==> src/hw/pll_dma_cfg_pkg.sv <==
// package: offsets, field layouts and reset values of the pll and dma boot configuration bank
package pll_dma_cfg_pkg;
    // byte offsets, chosen for this bank
    localparam logic [7:0] OFS_PLL_SET_BASE = 8'h00;   // setting/bypass of pll n at base + 8*n
    localparam logic [7:0] OFS_PLL_DIV_BASE = 8'h04;   // dividers of pll n at base + 8*n
    localparam logic [7:0] OFS_DMA_CTRL = 8'h20;
    localparam logic [7:0] OFS_DMA_ADDR = 8'h24;
    localparam logic [7:0] OFS_RESTORE = 8'h28;
    localparam logic [7:0] OFS_CHIP_ID = 8'h2C;
    localparam logic [7:0] OFS_PROC_ID = 8'h30;
    localparam int NUM_PLL = 4;
    localparam int PLL_CPU = 0;
    // field positions
    localparam int SET_LSB = 16;
    localparam int SET_W = 13;
    localparam int BYP_BIT = 0;
    localparam int CPU_RO_BIT = 5;
    localparam int OD_LSB = 8;
    localparam int OD_W = 4;
    localparam int REF_LSB = 0;
    localparam int REF_W = 6;
    localparam int IRQ_NS_LSB = 16;
    localparam int PER_NS_LSB = 8;
    localparam int MGR_NS_BIT = 4;
    localparam int BOOT_ADDR_BIT = 0;
    // writable masks
    localparam logic [31:0] SET_REG_MASK = 32'h1FFF_0001;
    localparam logic [31:0] DIV_REG_MASK = 32'h0000_0F3F;
    localparam logic [31:0] DMA_CTRL_MASK = 32'h000F_0311;
    // reset values, index = pll (cpu, ddr, display, sys)
    localparam logic [12:0] SET_RST [NUM_PLL] = '{13'h022F, 13'h00BF, 13'h01CD, 13'h022F};
    localparam logic [3:0] OD_RST [NUM_PLL] = '{4'h1, 4'h5, 4'hD, 4'hD};
    localparam logic [5:0] REF_RST [NUM_PLL] = '{6'h0D, 6'h03, 6'h09, 6'h0D};
    localparam logic [31:0] DMA_CTRL_RST = 32'h0000_0000;
    localparam logic [31:0] DMA_ADDR_RST = 32'h0000_0000;
    localparam logic [31:0] RESTORE_KEY = 32'hA50F_F0FA;
    // identification values, arbitrary
    localparam logic [31:0] CHIP_ID_VAL = 32'h1234_5678;
    localparam logic [31:0] PROC_ID_VAL = 32'h8765_4321;
endpackage

==> src/hw/apb_decode.sv <==
// apb access decode: strobes and register index for one transfer
`timescale 1ns/1ns
`default_nettype none
module apb_decode
    import pll_dma_cfg_pkg::*;
(
    // apb request
    input wire logic psel,
    input wire logic penable,
    input wire logic pwrite,
    input wire logic [7:0] paddr,
    // decoded
    output logic wr_stb,
    output logic rd_stb,
    output logic [5:0] word_idx,
    output logic mapped
);
    // a refused (unmapped or misaligned) access gets no write strobe, so it changes nothing
    always_comb begin
        mapped = (paddr[1:0] == 2'b00) && (paddr <= OFS_PROC_ID);
        wr_stb = psel && penable && pwrite && mapped;
        rd_stb = psel && !penable && !pwrite;
        word_idx = paddr[7:2];
    end
endmodule // apb_decode
`default_nettype wire

==> src/hw/pll_dma_cfg_regs.sv <==
// pll and dma boot configuration register bank with apb slave
//
// Chosen here: the register addresses and the APB register port.
`timescale 1ns/1ns
`default_nettype none
module pll_dma_cfg_regs
    import pll_dma_cfg_pkg::*;
(
    // clock, reset, enable
    input wire logic pclk,
    input wire logic presetn,
    input wire logic clk_en,
    // apb slave
    input wire logic psel,
    input wire logic penable,
    input wire logic pwrite,
    input wire logic [7:0] paddr,
    input wire logic [31:0] pwdata,
    input wire logic [3:0] pstrb,
    output logic [31:0] prdata,
    output logic pready,
    output logic pslverr,
    // read-only status bit of the cpu pll register
    input wire logic cpu_pll_status,
    // pll configuration outputs
    output logic [NUM_PLL-1:0][12:0] pll_setting,
    output logic [NUM_PLL-1:0] pll_bypass,
    output logic [NUM_PLL-1:0][3:0] pll_output_divider,
    output logic [NUM_PLL-1:0][5:0] pll_reference_divider,
    // dma controller boot configuration
    output logic [3:0] dma_irq_nonsecure,
    output logic [1:0] dma_periph_req_nonsecure,
    output logic dma_manager_nonsecure,
    output logic dma_boot_from_address,
    output logic [31:0] dma_boot_address
);
    logic wr_stb;
    logic rd_stb;
    logic [5:0] word_idx;
    logic mapped;
    logic xfer_ok_r;
    logic wr_go;
    logic restore;
    logic [31:0] wmask;
    logic [31:0] rd_nxt;
    logic stat_s1_r;
    logic stat_s2_r;
    logic [31:0] set_r [NUM_PLL];
    logic [31:0] div_r [NUM_PLL];
    logic [31:0] dma_ctrl_r;
    logic [31:0] dma_addr_r;
    logic [31:0] prdata_r;
    logic pslverr_r;

    apb_decode apb_decode_inst (
        .psel(psel),
        .penable(penable),
        .pwrite(pwrite),
        .paddr(paddr),
        .wr_stb(wr_stb),
        .rd_stb(rd_stb),
        .word_idx(word_idx),
        .mapped(mapped)
    );

    // byte enables expand to a bit mask
    function automatic logic [31:0] lane_mask(input logic [3:0] s);
        lane_mask = {{8{s[3]}}, {8{s[2]}}, {8{s[1]}}, {8{s[0]}}};
    endfunction

    // merge write data into a register under the writable mask
    function automatic logic [31:0] merge(input logic [31:0] old, input logic [31:0] d,
                                          input logic [31:0] m);
        merge = (old & ~m) | (d & m);
    endfunction

    // word index of the first register of pll n
    function automatic logic [5:0] set_idx(input int n);
        set_idx = 6'((OFS_PLL_SET_BASE >> 2) + 2 * n);
    endfunction

    // word index of the second register of pll n
    function automatic logic [5:0] div_idx(input int n);
        div_idx = 6'((OFS_PLL_DIV_BASE >> 2) + 2 * n);
    endfunction

    assign wmask = lane_mask(pstrb);
    // a write lands only at the edge that completes the transfer
    assign wr_go = wr_stb && pready;
    // key must be whole word; a partial write cannot restore
    assign restore = wr_go && (word_idx == OFS_RESTORE[7:2])
                     && (pstrb == 4'hF) && (pwdata == RESTORE_KEY);

    // a setup cycle that fell while frozen costs one extra access cycle,
    // so read data and error status are always captured before pready rises
    always_ff @(posedge pclk or negedge presetn) begin
        if (!presetn) begin
            xfer_ok_r <= 1'b0;
        end else if (clk_en) begin
            xfer_ok_r <= psel && !(penable && xfer_ok_r);
        end
    end

    // status pin is from another domain, two flops before use
    always_ff @(posedge pclk or negedge presetn) begin
        if (!presetn) begin
            stat_s1_r <= 1'b0;
            stat_s2_r <= 1'b0;
        end else if (clk_en) begin
            stat_s1_r <= cpu_pll_status;
            stat_s2_r <= stat_s1_r;
        end
    end

    // pll register pairs, one generate slice per pll
    for (genvar g = 0; g < NUM_PLL; g++) begin : g_pll
        localparam logic [5:0] SET_IDX = set_idx(g);
        localparam logic [5:0] DIV_IDX = div_idx(g);
        localparam logic [31:0] SET_DEF = {3'b000, SET_RST[g], 15'h0000, 1'b0};
        localparam logic [31:0] DIV_DEF = {20'h00000, OD_RST[g], 2'b00, REF_RST[g]};

        always_ff @(posedge pclk or negedge presetn) begin
            if (!presetn) begin
                set_r[g] <= SET_DEF;
            end else if (clk_en) begin
                if (restore) begin
                    set_r[g] <= SET_DEF;
                end else if (wr_go && word_idx == SET_IDX) begin
                    set_r[g] <= merge(set_r[g], pwdata, wmask & SET_REG_MASK);
                end
            end
        end

        always_ff @(posedge pclk or negedge presetn) begin
            if (!presetn) begin
                div_r[g] <= DIV_DEF;
            end else if (clk_en) begin
                if (restore) begin
                    div_r[g] <= DIV_DEF;
                end else if (wr_go && word_idx == DIV_IDX) begin
                    div_r[g] <= merge(div_r[g], pwdata, wmask & DIV_REG_MASK);
                end
            end
        end

        // static drive to the pll
        assign pll_setting[g] = set_r[g][SET_LSB +: SET_W];
        assign pll_bypass[g] = set_r[g][BYP_BIT];
        assign pll_output_divider[g] = div_r[g][OD_LSB +: OD_W];
        assign pll_reference_divider[g] = div_r[g][REF_LSB +: REF_W];
    end

    // dma boot control and boot address
    always_ff @(posedge pclk or negedge presetn) begin
        if (!presetn) begin
            dma_ctrl_r <= DMA_CTRL_RST;
            dma_addr_r <= DMA_ADDR_RST;
        end else if (clk_en) begin
            if (restore) begin
                dma_ctrl_r <= DMA_CTRL_RST;
                dma_addr_r <= DMA_ADDR_RST;
            end else if (wr_go && word_idx == OFS_DMA_CTRL[7:2]) begin
                dma_ctrl_r <= merge(dma_ctrl_r, pwdata, wmask & DMA_CTRL_MASK);
            end else if (wr_go && word_idx == OFS_DMA_ADDR[7:2]) begin
                dma_addr_r <= merge(dma_addr_r, pwdata, wmask);
            end
        end
    end

    // the dma controller samples these as it leaves reset, so they never pulse
    assign dma_irq_nonsecure = dma_ctrl_r[IRQ_NS_LSB +: 4];
    assign dma_periph_req_nonsecure = dma_ctrl_r[PER_NS_LSB +: 2];
    assign dma_manager_nonsecure = dma_ctrl_r[MGR_NS_BIT];
    assign dma_boot_from_address = dma_ctrl_r[BOOT_ADDR_BIT];
    assign dma_boot_address = dma_addr_r;

    // read mux; cpu bit 5 reflects the synchronised status, writes never reach it
    always_comb begin
        rd_nxt = 32'h0000_0000;
        for (int i = 0; i < NUM_PLL; i++) begin
            if (word_idx == set_idx(i)) begin
                rd_nxt = set_r[i];
            end
            if (word_idx == div_idx(i)) begin
                rd_nxt = div_r[i];
            end
        end
        if (word_idx == set_idx(PLL_CPU)) begin
            rd_nxt[CPU_RO_BIT] = stat_s2_r;
        end
        if (word_idx == OFS_DMA_CTRL[7:2]) begin
            rd_nxt = dma_ctrl_r;
        end
        if (word_idx == OFS_DMA_ADDR[7:2]) begin
            rd_nxt = dma_addr_r;
        end
        if (word_idx == OFS_CHIP_ID[7:2]) begin
            rd_nxt = CHIP_ID_VAL;
        end
        if (word_idx == OFS_PROC_ID[7:2]) begin
            rd_nxt = PROC_ID_VAL;
        end
    end

    // read data captured in the first running cycle of a read, held through access phase
    always_ff @(posedge pclk or negedge presetn) begin
        if (!presetn) begin
            prdata_r <= 32'h0000_0000;
        end else if (clk_en && psel && !pwrite && !xfer_ok_r) begin
            prdata_r <= mapped ? rd_nxt : 32'h0000_0000;
        end
    end

    // unmapped or misaligned addresses answer with an error
    always_ff @(posedge pclk or negedge presetn) begin
        if (!presetn) begin
            pslverr_r <= 1'b0;
        end else if (clk_en && psel && !xfer_ok_r) begin
            pslverr_r <= !mapped;
        end
    end

    assign prdata = prdata_r;
    assign pready = clk_en && xfer_ok_r; // a frozen block stalls the bus
    assign pslverr = pslverr_r && psel && penable;

    // assertions
    logic [5:0] cpu_set_idx;
    assign cpu_set_idx = set_idx(PLL_CPU);

    property p_restore_defaults;
        @(posedge pclk) disable iff (!presetn)
        restore |=> (pll_setting[0] == SET_RST[0]) && (pll_setting[1] == SET_RST[1])
                    && !pll_bypass[3] && (pll_output_divider[2] == OD_RST[2]) && (dma_boot_address == 32'h0);
    endproperty
    a_restore_defaults: assert property (p_restore_defaults) else $error("restore key did not reload defaults");

    property p_bad_key;
        @(posedge pclk) disable iff (!presetn)
        (wr_go && word_idx == OFS_RESTORE[7:2] && pwdata != RESTORE_KEY)
            |=> $stable(dma_ctrl_r) && $stable(pll_setting);
    endproperty
    a_bad_key: assert property (p_bad_key) else $error("wrong key changed configuration");

    property p_set_write;
        @(posedge pclk) disable iff (!presetn)
        (wr_go && word_idx == set_idx(1) && pstrb == 4'hF && !restore)
            |=> pll_setting[1] == $past(pwdata[28:16]) && pll_bypass[1] == $past(pwdata[0]);
    endproperty
    a_set_write: assert property (p_set_write) else $error("ddr pll setting write lost");

    property p_div_write;
        @(posedge pclk) disable iff (!presetn)
        (wr_go && word_idx == div_idx(3) && pstrb == 4'hF && !restore)
            |=> pll_output_divider[3] == $past(pwdata[11:8]) && pll_reference_divider[3] == $past(pwdata[5:0]);
    endproperty
    a_div_write: assert property (p_div_write) else $error("sys pll divider write lost");

    property p_ro_bit;
        @(posedge pclk) disable iff (!presetn)
        (rd_stb && clk_en && mapped && word_idx == cpu_set_idx) |=> prdata[CPU_RO_BIT] == $past(stat_s2_r);
    endproperty
    a_ro_bit: assert property (p_ro_bit) else $error("cpu pll bit 5 not from status");

    property p_reserved_zero;
        @(posedge pclk) disable iff (!presetn)
        ##1 (set_r[1][31:29] == 3'b000) && (div_r[0][31:12] == 20'h0) && (dma_ctrl_r[31:20] == 12'h0);
    endproperty
    a_reserved_zero: assert property (p_reserved_zero) else $error("reserved bits stored");

    property p_dma_ctrl;
        @(posedge pclk) disable iff (!presetn)
        (wr_go && word_idx == OFS_DMA_CTRL[7:2] && pstrb == 4'hF && !restore)
            |=> dma_irq_nonsecure == $past(pwdata[19:16]) && dma_periph_req_nonsecure == $past(pwdata[9:8])
                && dma_manager_nonsecure == $past(pwdata[4]) && dma_boot_from_address == $past(pwdata[0]);
    endproperty
    a_dma_ctrl: assert property (p_dma_ctrl) else $error("dma boot control write lost");

    property p_id_read;
        @(posedge pclk) disable iff (!presetn)
        (rd_stb && clk_en && mapped && word_idx == OFS_CHIP_ID[7:2]) ##1 (psel && penable) |-> prdata == CHIP_ID_VAL;
    endproperty
    a_id_read: assert property (p_id_read) else $error("device id read wrong");

    // further defaults, so a restore that skips any register but set_r[2] or div_r[1] is caught
    property p_restore_rest;
        @(posedge pclk) disable iff (!presetn)
        restore |=> (pll_reference_divider[0] == REF_RST[0]) && (pll_output_divider[3] == OD_RST[3])
                    && (pll_setting[3] == SET_RST[3]) && (dma_ctrl_r == DMA_CTRL_RST);
    endproperty
    a_restore_rest: assert property (p_restore_rest) else $error("restore missed a register");

    // a refused write must leave the dma registers and the pll settings alone
    property p_refused_write;
        @(posedge pclk) disable iff (!presetn)
        (psel && penable && pwrite && pready && !mapped)
            |=> $stable(dma_ctrl_r) && $stable(dma_addr_r) && $stable(pll_setting);
    endproperty
    a_refused_write: assert property (p_refused_write) else $error("refused write changed configuration");

    property p_addr_write;
        @(posedge pclk) disable iff (!presetn)
        (wr_go && word_idx == OFS_DMA_ADDR[7:2] && pstrb == 4'hF && !restore)
            |=> dma_boot_address == $past(pwdata);
    endproperty
    a_addr_write: assert property (p_addr_write) else $error("dma boot address write lost");

    // a late setup costs exactly one extra access cycle once the clock runs
    property p_ready_wait;
        @(posedge pclk) disable iff (!presetn)
        (psel && penable && clk_en && !pready) |=> pready || !clk_en;
    endproperty
    a_ready_wait: assert property (p_ready_wait) else $error("access phase never answered");

    property p_frozen;
        @(posedge pclk) disable iff (!presetn)
        !clk_en |=> $stable(dma_addr_r) && $stable(dma_ctrl_r) && $stable(pll_setting) && $stable(prdata);
    endproperty
    a_frozen: assert property (p_frozen) else $error("state moved while clock enable low");

    c_restore: cover property (@(posedge pclk) disable iff (!presetn) restore);
    c_boot_addr: cover property (@(posedge pclk) disable iff (!presetn) dma_boot_from_address && dma_boot_address != 0);
    c_bypass: cover property (@(posedge pclk) disable iff (!presetn) pll_bypass[2]);
    c_err: cover property (@(posedge pclk) disable iff (!presetn) pslverr);
    c_stall: cover property (@(posedge pclk) disable iff (!presetn) psel && penable && !pready);
endmodule // pll_dma_cfg_regs
`default_nettype wire

==> config.mk <==
export PLATFORM = sky130hd
export DESIGN_NAME = pll_dma_cfg_regs
export DESIGN_NICKNAME = d
export VERILOG_FILES = /design/src/hw/pll_dma_cfg_pkg.sv /design/src/hw/apb_decode.sv /design/src/hw/pll_dma_cfg_regs.sv
export SDC_FILE = /design/constraint.sdc
export NUM_CORES = 1
export LEC_CHECK = 0
export BUFFER_PORTS_ARGS = -buffer_cell sky130_fd_sc_hd__buf_2
export CAP_MARGIN = 40
export CORE_MARGIN = 8
export CORE_UTILIZATION = 53
export DETAILED_ROUTE_END_ITERATION = 6
export GPL_ROUTABILITY_DRIVEN = 0
export PLACE_DENSITY = 0.81
export SLEW_MARGIN = 20
export SYNTH_ARGS = -nofsm -noshare
export SYNTH_HDL_FRONTEND = slang
export SYNTH_SLANG_ARGS = --single-unit
==> constraint.sdc <==
create_clock -name pclk -period 2.7 [get_ports pclk]
set_input_delay 0.27 -clock pclk [delete_from_list [all_inputs] [get_ports pclk]]
set_output_delay 0.27 -clock pclk [all_outputs]
set_load 0.1 [all_outputs]
==> flow_metrics.tcl <==
set metrics [dict create \
    period_needed_ns 2.308 \
    rr_endpoint "dma_boot_address[10]" \
    start_util_pct 53.69 \
    required_ns 3.03 \
    ioPinCount 221 \
    worst_hold_slack_ns 0.06362 \
    synth-seq-cells 172 \
    vias 7440 \
    die_x_um 139.6 \
    root_buffer "clkbuf_16" \
    clkTransAtPathRegs_ns 0.07 \
    hold_viol_final 0 \
    finalSetupViolCount 0 \
    power.share.combinational_pct 5.9 \
    slew_headroom_pct 50.29 \
    hold_start "cpu_pll_status" \
    core-area_mm2 0.01509 \
    dp_hpwl_um 21600 \
    final_layout_size_suffix_gt1_share_pct 45.46 \
    p_per_area_mw_per_mm2 522.6 \
    final_nets 965 \
    yosysSeqAreaShare_pct 53.81 \
    avgSynthCellArea_um2 12.35 \
    start_kind "flip-flop" \
    switchingPower_mw 1.294 \
    power_frac_clock_pct 45.9 \
    slowest_stage "dfrtp_1" \
    min_path_type "input port to flip-flop" \
    synth_edf_count 0 \
    crit_arrival_ns 2.64 \
    first_pass_iters 7 \
    crit_top_cell "and4_1" \
    final_antenna_net_count 0 \
    grt_overflow 0 \
    cts_setup_buffers 0 \
    syn2layout_area_growth_pct 27.17 \
    drtIter0Drc 1048 \
    die-area_mm2 0.01950 \
    setup_tns_ns 0 \
    clock_latency_ns 0.44 \
    slew_viol_final 0 \
    r2r-start "xfer_ok_r" \
    worstSetupPathType "flip-flop to flip-flop" \
    cp_slowest_stage_delay_ns 0.42 \
    port-buffer-count 220 \
    grt_antenna_before_repair 2 \
    clock_sinks 172 \
    p_int_mw 4.089 \
    numCtsBuffers 17 \
    p_sw_share_pct 24.04 \
    track_usage_pct 29.86 \
    p_leak_nw 5.262 \
    fin_util_pct 68.28 \
    cts_tree "yes" \
    fin_crit_sh_pct 85.48 \
    path_max_fanout 11 \
    wl_per_cell_um 26.37 \
    cp-end-kind "flip-flop" \
    tightest_slew_ns 0.7356 \
    status "complete, no violations" \
    ctsResizeCount 0 \
    ys.flop_type "dfrtp_1" \
    finalWirelength_um 29430 \
    path_cells "and4_1 > and4_1 > buf_4 > and3_1 > nor2_2 > mux2_1" \
    ys_types 72 \
    drc 0 \
    final_cell_mix "219 x buf_2, 128 x dfrtp_1, 49 x buf_4" \
    rows 45 \
    clk_path_buf_depth 2 \
    startpoint "xfer_ok_r" \
    seq_power_share_pct 48.2 \
    grt_max_degree 62 \
    rsz0062_at_grt "false" \
    ir_drop_mv 0.4779 \
    fin_worst_skew_ns 0.009659 \
    syn-num-nets 707 \
    final_common_cell "buf_2" \
    fmax_ghz 0.4333 \
    htree_levels 4 \
    hold_depth 2 \
    syn_area_mm2 0.008102 \
    fp.dieH_um 139.6 \
    vias_per_cell 6.667 \
    crit_family "simple AND/OR/NAND/NOR gates" \
    rr_worst_depth 6 \
    crit_buf_inv 1 \
    grt_pass1_vias 7493 \
    max_cap_violations 0 \
    grt_pass1_wl_um 44690 \
    synthCells 656 \
    holdPathEnd "stat_s1_r" \
    r2r_slack_ns 0.39 \
    async_reset_ff_share_pct 100.0 \
    synth_warnings 0 \
    fillCellCount 1146 \
]
## cell usage after synthesis, drive strengths merged (12+ instances only)
library cell / instances / area [um^2]
a22o: 43 / 376.6
nor3: 12 / 75.07
o22a: 13 / 113.9
o21ai: 32 / 193.9
clkbuf: 15 / 56.30
a21oi: 21 / 123.9
nand2: 34 / 132.6
buf: 18 / 100.1
dfrtp: 128 / 3203
a221oi: 12 / 105.1
dfstp: 44 / 1156
mux2: 74 / 870.8
nand3: 17 / 90.09
a222oi: 12 / 120.1
nor2: 26 / 107.6
## flip-flops by register name, indices dropped and copies added, names as in the netlist
signal                 count
xfer_ok_r                  1
pll_bypass                 4
dma_boot_address          32
dma_ctrl_r                 8
pll_setting               52
pll_reference_divider     24
prdata                    32
stat_s2_r                  1
stat_s1_r                  1
pslverr_r                  1
pll_output_divider        16
## routing by layer
layer / share of wire (%) / wire [um] / global-route usage, %
met3: 12 / 3420 / 9.508
met4: 4.0 / 1186 / 14.86
met2: 46 / 13560 / 46.60
met5: 0 / 0 / 0
met1: 38 / 11260 / 36.87
## power by group through the flow
stage               Sequential, mW  Combinational, mW  Clock (mW)
finish                        2.59              0.319        2.47
floorplan                     2.65              0.103           0
detailed placement            2.64              0.308           0
global route                  2.59              0.340        2.59
global placement              2.64              0.304           0
CTS                           2.59              0.312        2.48
## cell families (layout without fill, tap and decap cells)
logic type	after synthesis	in the layout	share of synthesized area, %
mux	85	85	12.11
flops	172	172	53.81
compound gates	195	195	19.26
simple gates	162	162	12.48
other cells	0	2	0
buf+inv	42	312	2.347
## layout make-up
cell class / instances / area (um^2) / area share [%]
inverter: 9 / 33.78 / 0.3279
clock inverter: 12 / 138.9 / 1.348
sequential: 172 / 4359 / 42.31
antenna: 2 / 5.005 / 0.04858
timing repair buffer: 272 / 1525 / 14.80
clock buffer: 19 / 452.9 / 4.396
tap: 188 / 235.2 / 2.283
multi-input combinational: 442 / 3552 / 34.48
## metrics by stage
step / worst slack (ns) / cells / cell area (um^2) / total power [mW]
floorplan: 0.6073 / 656 / 8102 / 2.755
global placement: 0.2616 / 1082 / 9696 / 2.943
detailed placement: 0.1891 / 1082 / 9696 / 2.947
CTS: 0.4532 / 1114 / 10300 / 5.387
global route: 0.2759 / 1116 / 10300 / 5.526
finish: 0.3919 / 1116 / 10300 / 5.384
## worst max-delay path by stage
stage | to | slack (ns) | depth (start not counted)
2_1_floorplan | pll_setting[30] | 0.61 | 7
3_3_place_gp | pll_setting[7] | 0.26 | 6
3_5_place_dp | pll_setting[7] | 0.19 | 6
4_1_cts | dma_boot_address[10] | 0.45 | 6
5_1_grt | pll_reference_divider[14] | 0.28 | 6
6_report | dma_boot_address[10] | 0.39 | 6
## what timing repair did
action	in CTS	in global routing
setup endpoints to repair	0	0
hold endpoints to repair	33	0
hold buffers	1	0
Note: power is estimated with default switching activity, not from simulation.
